## config.mk

```make
export PLATFORM = sky130hd
export DESIGN_NAME = bdu_unit
export DESIGN_NICKNAME = d
export VERILOG_FILES = /design/src/core/bdu_pkg.sv /design/src/core/bdu_div_if.sv /design/src/core/bdu_divider.sv /design/src/core/bdu_unit.sv
export VERILOG_INCLUDE_DIRS = /design/src /design/src/core
export SDC_FILE = /design/constraint.sdc
export NUM_CORES = 1
export LEC_CHECK = 0
export CAP_MARGIN = 20
export CELL_PAD_IN_SITES_DETAIL_PLACEMENT = 1
export CELL_PAD_IN_SITES_GLOBAL_PLACEMENT = 1
export CORE_ASPECT_RATIO = 0.8
export CORE_MARGIN = 2
export CORE_UTILIZATION = 54
export DETAILED_ROUTE_END_ITERATION = 8
export DONT_BUFFER_PORTS = 1
export PLACE_DENSITY = 0.89
export SLEW_MARGIN = 20
export SYNTH_ARGS = -nofsm -noshare
export SYNTH_HDL_FRONTEND = slang
export SYNTH_SLANG_ARGS = --single-unit
```

## constraint.sdc

```tcl
create_clock -name clock -period 21.9 [get_ports clock]
set_input_delay 2.19 -clock clock [delete_from_list [all_inputs] [get_ports clock]]
set_output_delay 2.19 -clock clock [all_outputs]
set_load 0.1 [all_outputs]
```

## src/core/bdu_consts.svh

```systemverilog
// constants of the decimal add, decrement and divide unit
`ifndef BDU_CONSTS_SVH
`define BDU_CONSTS_SVH

// ----------------------------------------
// register byte offsets
// ----------------------------------------
`define BDU_ADR_W 8
`define BDU_OFS_CTRL 8'h00
`define BDU_OFS_STATUS 8'h04
`define BDU_OFS_FLAGS 8'h08
`define BDU_OFS_ACC_LOWER 8'h0C
`define BDU_OFS_ACC_UPPER 8'h10
`define BDU_OFS_ADDR_FIRST 8'h14
`define BDU_OFS_ADDR_SECOND 8'h18
`define BDU_OFS_MEM_OPND 8'h1C
`define BDU_OFS_IMM_SRC 8'h20
`define BDU_OFS_IRQ_STAT 8'h24
`define BDU_OFS_IRQ_MASK 8'h28

// ----------------------------------------
// field positions
// ----------------------------------------
`define BDU_CTRL_OP_LSB 0
`define BDU_CTRL_WORD_BIT 3
`define BDU_CTRL_DST_LSB 4
`define BDU_CTRL_SRC_LSB 8
`define BDU_CTRL_W 12
`define BDU_FLAG_S 0
`define BDU_FLAG_Z 1
`define BDU_FLAG_C 2
`define BDU_FLAG_O 3
`define BDU_FLAG_W 4
`define BDU_EV_DONE 0
`define BDU_EV_OVF 1
`define BDU_EV_REJ 2
`define BDU_EV_W 3

// ----------------------------------------
// reset values and counts
// ----------------------------------------
`define BDU_RST_WORD 16'h0000
`define BDU_RST_FLAGS 4'h0
`define BDU_RST_MASK 3'h0
`define BDU_DIV_STEPS 6'h20

`endif

```

## src/core/bdu_pkg.sv

```systemverilog
// types of the decimal add, decrement and divide unit
package bdu_pkg;

	// ----------------------------------------
	// commands and operand selectors
	// ----------------------------------------
	typedef enum logic [2:0] {
		bcd_add_carry_op,
		bcd_add_plain_op,
		minus_one_op,
		signed_quotient_op,
		unsigned_quotient_op
	} bdu_op_t;

	typedef enum logic [2:0] {
		sel_acc_lo,
		sel_acc_hi,
		sel_addr_first,
		sel_addr_second,
		sel_mem_static,
		sel_mem_frame,
		sel_mem_abs,
		sel_imm
	} bdu_sel_t;

	typedef enum logic [1:0] {
		div_idle,
		div_run,
		div_fin
	} bdu_div_state_t;

	// ----------------------------------------
	// state records
	// ----------------------------------------
	typedef struct packed {
		bdu_div_state_t st;
		logic [5:0] cnt;
		logic [16:0] rem;
		logic [31:0] quo;
		logic [15:0] dv;
		logic neg_q;
		logic neg_r;
		logic sgn;
		logic word;
		logic done;
		logic ovf;
		logic [15:0] q_out;
		logic [15:0] r_out;
	} bdu_div_t;

	typedef struct packed {
		logic [15:0] acc_lower;
		logic [15:0] acc_upper;
		logic [15:0] addr_first;
		logic [15:0] addr_second;
		logic [15:0] mem_opnd;
		logic [15:0] imm_src;
		logic [11:0] ctrl;
		logic [3:0] flags;
		logic busy;
		logic div_word;
		logic [2:0] irq_stat;
		logic [2:0] irq_mask;
		logic ack;
		logic [31:0] dat;
		logic irq;
		logic div_start;
		logic div_sgn;
		logic [31:0] div_dd;
		logic [15:0] div_dv;
	} bdu_core_t;

endpackage : bdu_pkg

```

## src/core/bdu_div_if.sv

```systemverilog
// link between the unit and its divider
`timescale 1ns/10ps
interface bdu_div_if;
	logic start;
	logic signed_mode;
	logic word;
	logic [31:0] dividend;
	logic [15:0] divisor;
	logic done;
	logic ovf;
	logic [15:0] quotient;
	logic [15:0] remainder;

	modport requester (output start, signed_mode, word, dividend, divisor,
		input done, ovf, quotient, remainder);
	modport divider (input start, signed_mode, word, dividend, divisor,
		output done, ovf, quotient, remainder);
endinterface : bdu_div_if

```

## src/core/bdu_divider.sv

```systemverilog
// iterative divider, one quotient bit per clock
`timescale 1ns/10ps
`include "bdu_consts.svh"
module bdu_divider import bdu_pkg::*; (
	// clock and reset
	input wire logic clock,
	input wire logic rst_b,
	// request and answer
	bdu_div_if.divider dif
);

	bdu_div_t cur;
	bdu_div_t nx;
	logic [31:0] dd_mag;
	logic [16:0] trial;
	logic fits;
	logic [31:0] lim;

	always_comb begin
		nx = cur;
		nx.done = 1'b0;
		dd_mag = '0;
		trial = '0;
		fits = 1'b0;
		lim = '0;
		unique case (cur.st)
			div_idle: begin
				if (dif.start) begin
					// work on magnitudes, fix signs at the end
					dd_mag = (dif.signed_mode & dif.dividend[31]) ? 32'(-dif.dividend) : dif.dividend;
					nx.dv = (dif.signed_mode & dif.divisor[15]) ? 16'(-dif.divisor) : dif.divisor;
					nx.neg_q = dif.signed_mode & (dif.dividend[31] ^ dif.divisor[15]);
					nx.neg_r = dif.signed_mode & dif.dividend[31];
					nx.sgn = dif.signed_mode;
					nx.word = dif.word;
					nx.quo = dd_mag;
					nx.rem = '0;
					nx.cnt = '0;
					if (dif.divisor == 16'h0000) begin
						nx.done = 1'b1;
						nx.ovf = 1'b1;
					end else begin
						nx.st = div_run;
					end
				end
			end
			div_run: begin
				trial = {cur.rem[15:0], cur.quo[31]};
				if (trial >= {1'b0, cur.dv}) begin
					nx.rem = 17'(trial - {1'b0, cur.dv});
					nx.quo = {cur.quo[30:0], 1'b1};
				end else begin
					nx.rem = trial;
					nx.quo = {cur.quo[30:0], 1'b0};
				end
				nx.cnt = 6'(cur.cnt + 6'h01);
				if (nx.cnt == `BDU_DIV_STEPS)
					nx.st = div_fin;
			end
			div_fin: begin
				if (cur.sgn)
					lim = cur.word ? (cur.neg_q ? 32'h0000_8000 : 32'h0000_7FFF)
						: (cur.neg_q ? 32'h0000_0080 : 32'h0000_007F);
				else
					lim = cur.word ? 32'h0000_FFFF : 32'h0000_00FF;
				fits = cur.quo <= lim;
				nx.ovf = ~fits;
				nx.q_out = cur.neg_q ? 16'(-cur.quo[15:0]) : cur.quo[15:0];
				nx.r_out = cur.neg_r ? 16'(-cur.rem[15:0]) : cur.rem[15:0];
				nx.done = 1'b1;
				nx.st = div_idle;
			end
		endcase
	end

	always_ff @(posedge clock or negedge rst_b) begin
		if (!rst_b)
			cur <= '{st: div_idle, default: '0};
		else
			cur <= nx;
	end

	assign dif.done = cur.done;
	assign dif.ovf = cur.ovf;
	assign dif.quotient = cur.q_out;
	assign dif.remainder = cur.r_out;

endmodule : bdu_divider

```

## src/core/bdu_unit.sv

```systemverilog
// decimal add, decrement and divide unit with wishbone register access
`timescale 1ns/10ps
`include "bdu_consts.svh"
module bdu_unit import bdu_pkg::*; (
	// clock and reset
	input wire logic clock,
	input wire logic rst_b,
	// wishbone slave
	input wire logic wb_cyc,
	input wire logic wb_stb,
	input wire logic wb_we,
	input wire logic [`BDU_ADR_W-1:0] wb_adr,
	input wire logic [3:0] wb_sel,
	input wire logic [31:0] wb_dat_w,
	output logic [31:0] wb_dat_r,
	output logic wb_ack,
	// interrupt
	output logic irq
);

	// ----------------------------------------
	// helpers
	// ----------------------------------------
	function automatic logic [15:0] wr16(input logic [15:0] old, input logic [31:0] d, input logic [3:0] sel);
		return {sel[1] ? d[15:8] : old[15:8], sel[0] ? d[7:0] : old[7:0]};
	endfunction : wr16

	// packed bcd sum; bit 16 is the decimal carry out of the selected size
	function automatic logic [16:0] bcd_add(input logic [15:0] a, input logic [15:0] b, input logic cin,
		input logic word);
		logic [4:0] d;
		logic c;
		logic c_byte;
		logic [15:0] r;
		c = cin;
		c_byte = 1'b0;
		r = '0;
		for (int i = 0; i < 4; i++) begin
			d = 5'({1'b0, a[i*4 +: 4]} + {1'b0, b[i*4 +: 4]} + {4'h0, c});
			if (d > 5'h09) begin
				d = 5'(d + 5'h06);
				c = 1'b1;
			end else begin
				c = 1'b0;
			end
			r[i*4 +: 4] = d[3:0];
			if (i == 1)
				c_byte = c;
		end
		return word ? {c, r} : {c_byte, 8'h00, r[7:0]};
	endfunction : bcd_add

	// byte views read the low eight bits (sel_acc_hi gives the high byte of acc_lower), so address registers give their low byte
	function automatic logic [15:0] get_opnd(input bdu_core_t s, input bdu_sel_t sel, input logic word);
		logic [15:0] v;
		v = '0;
		unique case (sel)
			sel_acc_lo: v = s.acc_lower;
			sel_acc_hi: v = word ? s.acc_upper : {8'h00, s.acc_lower[15:8]};
			sel_addr_first: v = s.addr_first;
			sel_addr_second: v = s.addr_second;
			sel_mem_static, sel_mem_frame, sel_mem_abs: v = s.mem_opnd;
			sel_imm: v = s.imm_src;
		endcase
		return word ? v : {8'h00, v[7:0]};
	endfunction : get_opnd

	function automatic bdu_core_t put_opnd(input bdu_core_t s, input bdu_sel_t sel, input logic word,
		input logic [15:0] v);
		bdu_core_t t;
		t = s;
		unique case (sel)
			sel_acc_lo: if (word) t.acc_lower = v; else t.acc_lower[7:0] = v[7:0];
			sel_acc_hi: if (word) t.acc_upper = v; else t.acc_lower[15:8] = v[7:0];
			sel_addr_first: if (word) t.addr_first = v; else t.addr_first[7:0] = v[7:0];
			sel_addr_second: if (word) t.addr_second = v; else t.addr_second[7:0] = v[7:0];
			sel_mem_static, sel_mem_frame, sel_mem_abs: if (word) t.mem_opnd = v; else t.mem_opnd[7:0] = v[7:0];
			sel_imm: t = s;
		endcase
		return t;
	endfunction : put_opnd

	// ----------------------------------------
	// state
	// ----------------------------------------
	bdu_core_t cur;
	bdu_core_t nx;
	bdu_div_if dif ();

	logic take;
	logic go;
	logic [7:0] word_adr;
	logic [31:0] rd_val;
	logic [2:0] ev;
	logic [2:0] clr;
	bdu_op_t op;
	bdu_sel_t dst;
	bdu_sel_t src;
	logic word;
	logic [15:0] a_val;
	logic [15:0] b_val;
	logic [16:0] sum;
	logic [15:0] res;
	logic msb;
	logic legal;

	bdu_divider u_div (
		.clock(clock),
		.rst_b(rst_b),
		.dif(dif)
	);

	assign dif.start = cur.div_start;
	assign dif.signed_mode = cur.div_sgn;
	assign dif.word = cur.div_word;
	assign dif.dividend = cur.div_dd;
	assign dif.divisor = cur.div_dv;

	// ----------------------------------------
	// next state
	// ----------------------------------------
	always_comb begin
		nx = cur;
		nx.div_start = 1'b0;
		ev = '0;
		clr = '0;
		rd_val = '0;
		sum = '0;
		res = '0;
		msb = 1'b0;
		legal = 1'b0;
		a_val = '0;
		b_val = '0;
		take = wb_cyc & wb_stb & ~cur.ack;
		word_adr = {wb_adr[7:2], 2'b00};
		go = take & wb_we & (word_adr == `BDU_OFS_CTRL);
		op = bdu_op_t'(wb_dat_w[`BDU_CTRL_OP_LSB +: 3]);
		dst = bdu_sel_t'(wb_dat_w[`BDU_CTRL_DST_LSB +: 3]);
		src = bdu_sel_t'(wb_dat_w[`BDU_CTRL_SRC_LSB +: 3]);
		word = wb_dat_w[`BDU_CTRL_WORD_BIT];
		nx.ack = take;

		unique case (word_adr)
			`BDU_OFS_CTRL: rd_val = {20'h00000, cur.ctrl};
			`BDU_OFS_STATUS: rd_val = {31'h00000000, cur.busy};
			`BDU_OFS_FLAGS: rd_val = {28'h0000000, cur.flags};
			`BDU_OFS_ACC_LOWER: rd_val = {16'h0000, cur.acc_lower};
			`BDU_OFS_ACC_UPPER: rd_val = {16'h0000, cur.acc_upper};
			`BDU_OFS_ADDR_FIRST: rd_val = {16'h0000, cur.addr_first};
			`BDU_OFS_ADDR_SECOND: rd_val = {16'h0000, cur.addr_second};
			`BDU_OFS_MEM_OPND: rd_val = {16'h0000, cur.mem_opnd};
			`BDU_OFS_IMM_SRC: rd_val = {16'h0000, cur.imm_src};
			`BDU_OFS_IRQ_STAT: rd_val = {29'h00000000, cur.irq_stat};
			`BDU_OFS_IRQ_MASK: rd_val = {29'h00000000, cur.irq_mask};
			default: rd_val = '0;
		endcase
		if (take & ~wb_we)
			nx.dat = rd_val;

		if (take & wb_we) begin
			unique case (word_adr)
				`BDU_OFS_FLAGS: if (wb_sel[0]) nx.flags = wb_dat_w[`BDU_FLAG_W-1:0];
				`BDU_OFS_ACC_LOWER: nx.acc_lower = wr16(cur.acc_lower, wb_dat_w, wb_sel);
				`BDU_OFS_ACC_UPPER: nx.acc_upper = wr16(cur.acc_upper, wb_dat_w, wb_sel);
				`BDU_OFS_ADDR_FIRST: nx.addr_first = wr16(cur.addr_first, wb_dat_w, wb_sel);
				`BDU_OFS_ADDR_SECOND: nx.addr_second = wr16(cur.addr_second, wb_dat_w, wb_sel);
				`BDU_OFS_MEM_OPND: nx.mem_opnd = wr16(cur.mem_opnd, wb_dat_w, wb_sel);
				`BDU_OFS_IMM_SRC: nx.imm_src = wr16(cur.imm_src, wb_dat_w, wb_sel);
				`BDU_OFS_IRQ_STAT: if (wb_sel[0]) clr = wb_dat_w[`BDU_EV_W-1:0];
				`BDU_OFS_IRQ_MASK: if (wb_sel[0]) nx.irq_mask = wb_dat_w[`BDU_EV_W-1:0];
				default: nx.flags = nx.flags;
			endcase
		end

		// ----------------------------------------
		// command launch
		// ----------------------------------------
		if (go) begin
			a_val = get_opnd(cur, dst, word);
			b_val = get_opnd(cur, src, word);
			msb = 1'b0;
			if (cur.busy) begin
				// a divide in flight owns the accumulator, so the command is dropped
				ev[`BDU_EV_REJ] = 1'b1;
			end else begin
				nx.ctrl = wb_dat_w[`BDU_CTRL_W-1:0];
				unique case (op)
					bcd_add_carry_op, bcd_add_plain_op: begin
						if (dst == sel_imm) begin
							ev[`BDU_EV_REJ] = 1'b1;
						end else begin
							sum = bcd_add(a_val, b_val, (op == bcd_add_carry_op) & cur.flags[`BDU_FLAG_C],
								word);
							res = sum[15:0];
							nx = put_opnd(nx, dst, word, res);
							msb = word ? res[15] : res[7];
							nx.flags[`BDU_FLAG_C] = sum[16];
							nx.flags[`BDU_FLAG_S] = msb;
							nx.flags[`BDU_FLAG_Z] = res == 16'h0000;
							ev[`BDU_EV_DONE] = 1'b1;
						end
					end
					minus_one_op: begin
						legal = word ? (dst == sel_addr_first || dst == sel_addr_second)
							: (dst == sel_acc_lo || dst == sel_acc_hi || dst == sel_mem_static
							|| dst == sel_mem_frame || dst == sel_mem_abs);
						if (!legal) begin
							ev[`BDU_EV_REJ] = 1'b1;
						end else begin
							res = word ? 16'(a_val - 16'h0001) : {8'h00, 8'(a_val[7:0] - 8'h01)};
							nx = put_opnd(nx, dst, word, res);
							msb = word ? res[15] : res[7];
							nx.flags[`BDU_FLAG_S] = msb;
							nx.flags[`BDU_FLAG_Z] = res == 16'h0000;
							ev[`BDU_EV_DONE] = 1'b1;
						end
					end
					signed_quotient_op, unsigned_quotient_op: begin
						nx.busy = 1'b1;
						nx.div_start = 1'b1;
						nx.div_word = word;
						nx.div_sgn = op == signed_quotient_op;
						if (word) begin
							nx.div_dd = {cur.acc_upper, cur.acc_lower};
							nx.div_dv = b_val;
						end else begin
							nx.div_dd = {(op == signed_quotient_op) ? {16{cur.acc_lower[15]}} : 16'h0000,
								cur.acc_lower};
							nx.div_dv = {(op == signed_quotient_op) ? {8{b_val[7]}} : 8'h00,
								b_val[7:0]};
						end
					end
					default: ev[`BDU_EV_REJ] = 1'b1;
				endcase
			end
		end

		// ----------------------------------------
		// divide completion
		// ----------------------------------------
		if (dif.done) begin
			nx.busy = 1'b0;
			ev[`BDU_EV_DONE] = 1'b1;
			// only overflow moves; other flags keep their value
			nx.flags[`BDU_FLAG_O] = dif.ovf;
			if (dif.ovf) begin
				// accumulator left as it was, which is one legal undefined outcome
				ev[`BDU_EV_OVF] = 1'b1;
			end else if (cur.div_word) begin
				nx.acc_lower = dif.quotient;
				nx.acc_upper = dif.remainder;
			end else begin
				nx.acc_lower = {dif.remainder[7:0], dif.quotient[7:0]};
			end
		end

		// set wins over a clear in the same cycle
		nx.irq_stat = (cur.irq_stat & ~clr) | ev;
		nx.irq = |(nx.irq_stat & nx.irq_mask);
	end

	always_ff @(posedge clock or negedge rst_b) begin
		if (!rst_b)
			cur <= '{flags: `BDU_RST_FLAGS, irq_mask: `BDU_RST_MASK, default: '0};
		else
			cur <= nx;
	end

	// ----------------------------------------
	// outputs
	// ----------------------------------------
	assign wb_dat_r = cur.dat;
	assign wb_ack = cur.ack;
	assign irq = cur.irq;

endmodule : bdu_unit

```

==> run summary <==
Leakage power: 0.0100 µW
Top delay family on crit path: compound AO/OA/AOI/OAI gates
Clock Skews: 0.0232 ns
Worst r2r path cells: 31
Most frequent cells in the layout: nand2_1, dfrtp_1, nor2_1
Hold path depth: 2
Tmin final: 11.99 ns
Core area: 0.0385 mm²
Cell with the largest stage delay on the worst path: mux2i_1
Gpl congestion: 0.986
Mapped Area: 0.0212 mm²
# port buffers: 0
Overflow after GRT: 0
Drt drc: 0
Yosys synthesis warning count: 0
Hold Violations, Final: 0
Setup Crit Path Kind: input port to register
Syn_area_per_cell: 8.47 µm²
Placed cell count: 2894
First-pass GRT wire length: 134 mm
Slew Limit Fails: 0
TritonCTS clock tree: yes
PwrDens: 69.0 mW/mm²
Yosys reg bits: 298
Worst Setup End Kind: register
Max H-tree Level: 2
Worst path depth: 32
Largest net degree at the start of global routing: 299
CP startpoint kind: input port
Initial antenna violation count: 1
DIE AREA: 0.0409 mm²
CTS buffer count: 36
Final HPWL DP: 61.1 mm
DRT iter0 DRCs: 2712
CTS root buffer: clkbuf_16
Fillcell total: 4517
Post-Route Setup TNS: 0 ns
Slew headroom: 20.4%
TritonRoute pass-1 iters: 8
Clk sinks: 298
Register Area: 0.00746 mm²
DR WL/cell: 29.8 µm
Critical path data required time: 22.35 ns
Final setup violation count: 0
Seq/Total Area, Yosys: 35.1%
Post-route antenna net violation count: 0
Initial Util: 55.1%
Critical path peak fanout: 33
GRT Overall Usage: 43.1%
Final Cycle Share: 54.7%
Post-cts resize count: 0
Post-CTS Setup Bufs: 0
Rows: 64
Synth-to-Final Area Change: 6.35%
Slew at the pin closest to its max-slew limit: 1.19 ns
Ports: 83
Non-filler cells, final: 2960
Share of post-route cells with drive strength above 1: 9.83%
Post-synth ARST share: 100%
Die width: 226 µm
Area of the multi-input gates: 0.0127 mm²
CTS max path bufs: 3
Most used DFF post-synth: dfrtp_1
Outcome: finished, final reports clean
Via density: 7.11
Vias in the first global route: 21.4k
RSZ-0062 raised after global routing: no
Clock transition at the registers of the reported paths: 0.06 ns
Maxcap violations: 0
Nets: 2522
WL final: 88.2 mm
Unique masters post-synth: 95
Commonest non-fill, non-tap cell in the layout: nand2_1
VDD IR-drop max: 0.0581 mV
FMAX: 83.4 MHz
Hold buffers post-CTS: 0
Via count: 21.0k
CP peak stage delay: 0.87 ns
Crit path DAT: 12.44 ns
HP Class: register to register
Die height: 181 µm
Synth Instances: 2507
EDFF count, synth: 0
Worst skew pair latency: 0.56 ns
CP Buf/Inv Count: 6
==> metrics by stage <==
| step | hold WS [ns] | utilization [%] | setup WS (ns) | instance area, µm² | power, µW |
|---|---|---|---|---|---|
| 6_report | 0.484 | 58.6 | 9.91 | 22600 | 1560 |
| 5_1_grt | 0.513 | 58.6 | 9.24 | 22600 | 1590 |
| 4_1_cts | 0.489 | 58.6 | 10.29 | 22600 | 1540 |
| 3_5_place_dp | 0.479 | 55.4 | 9.81 | 21400 | 913 |
| 3_3_place_gp | 0.466 | 55.4 | 10.16 | 21300 | 898 |
| 2_1_floorplan | 0.445 | - | 11.51 | 21300 | 827 |
==> power breakdown <==
group	switching (µW)	internal (µW)
sequential	74.5	566
clock	267	370
combinational	193	88.3
==> layer usage <==
metal / share of wire, % / wire length [µm] / GRT usage [%] / vias up
met5: 0.016 / 14 / 0 / -
met1: 41 / 36600 / 59.8 / 10600
met3: 12 / 10400 / 12.9 / 275
li1: - / - / - / 8892
met4: 4.6 / 4040 / 17.7 / 2
met2: 42 / 37100 / 62.7 / 1258
==> synthesized netlist by cell type (all sizes together), types with 21 or more instances <==
cell    count  share of area (%)
and2       22               0.65
a22o       25                1.0
nand2     337                6.1
nor2      229                4.1
buf        66                2.1
ha         59                3.5
a21oi     177                4.2
nor3       46                1.1
a31oi      33               0.97
dfrtp     298                 35
inv        67                1.2
o21ai     183                4.3
o31ai      37                1.3
o22ai      72                2.1
xor2       59                2.5
a211oi     26               0.94
nand3      61                1.4
or3        21               0.64
mux2i     104                4.9
xnor2      43                1.8
clkbuf    125                2.2
mux2       90                4.8
o221ai     22               0.91
a221oi     31                1.3
==> flip-flops by register name, summed over array words and instances, names as in the netlist, 16 cells and up <==
| name | cells |
|---|---|
| u_div.cur | 76 |
| dif.divisor | 16 |
| wb_dat_r | 16 |
| u_div.dif.remainder | 16 |
| u_div.dif.quotient | 16 |
| cur | 119 |
| dif.dividend | 32 |
==> path summary, 6_finish.rpt <==
check	from	to	slack (ns)
setup / recovery	wb_dat_w[8]	cur[154]	9.91
hold / removal	u_div.dif.remainder[9]	cur[181]	0.48
setup reg to reg	cur[199]	cur[154]	11.56
hold reg to reg	u_div.dif.remainder[9]	cur[181]	0.48
max in group asynchronous	rst_b	cur[185]	19.77
min in group asynchronous	rst_b	u_div.cur[56]	1.34
==> tightest hold or removal path: cells and delay by family (launching register included) <==
kind | cells | cell delay [ns]
DFF | 1 | 0.34
and+or+nand+nor | 1 | 0.05
AOI/OAI and AO/OA | 1 | 0.06
==> cell type report <==
class | instances | area share, %
Tap cell | 528 | 2.93
Sequential cell | 298 | 33.0
Clock inverter | 17 | 0.953
Antenna cell | 1 | 0.0111
Timing Repair Buffer | 36 | 1.20
Multi-Input combinational cell | 1963 | 56.3
Inverter | 70 | 1.16
Clock buffer | 47 | 4.40
==> kinds of logic (layout without fill, tap and decap cells) <==
family	after synthesis	after routing	share of synthesized area [%]
AND/OR/NAND/NOR	830	830	17.9
AO/OA/AOI/OAI	752	752	23.0
flip-flops	298	298	35.1
buffers and inverters	261	170	5.55
multiplexers	195	195	9.80
XOR/XNOR	102	102	4.24
adder cells (fa/ha/maj)	68	68	4.33
other	1	17	0.0177
Note: power is estimated with default switching activity, not from simulation.
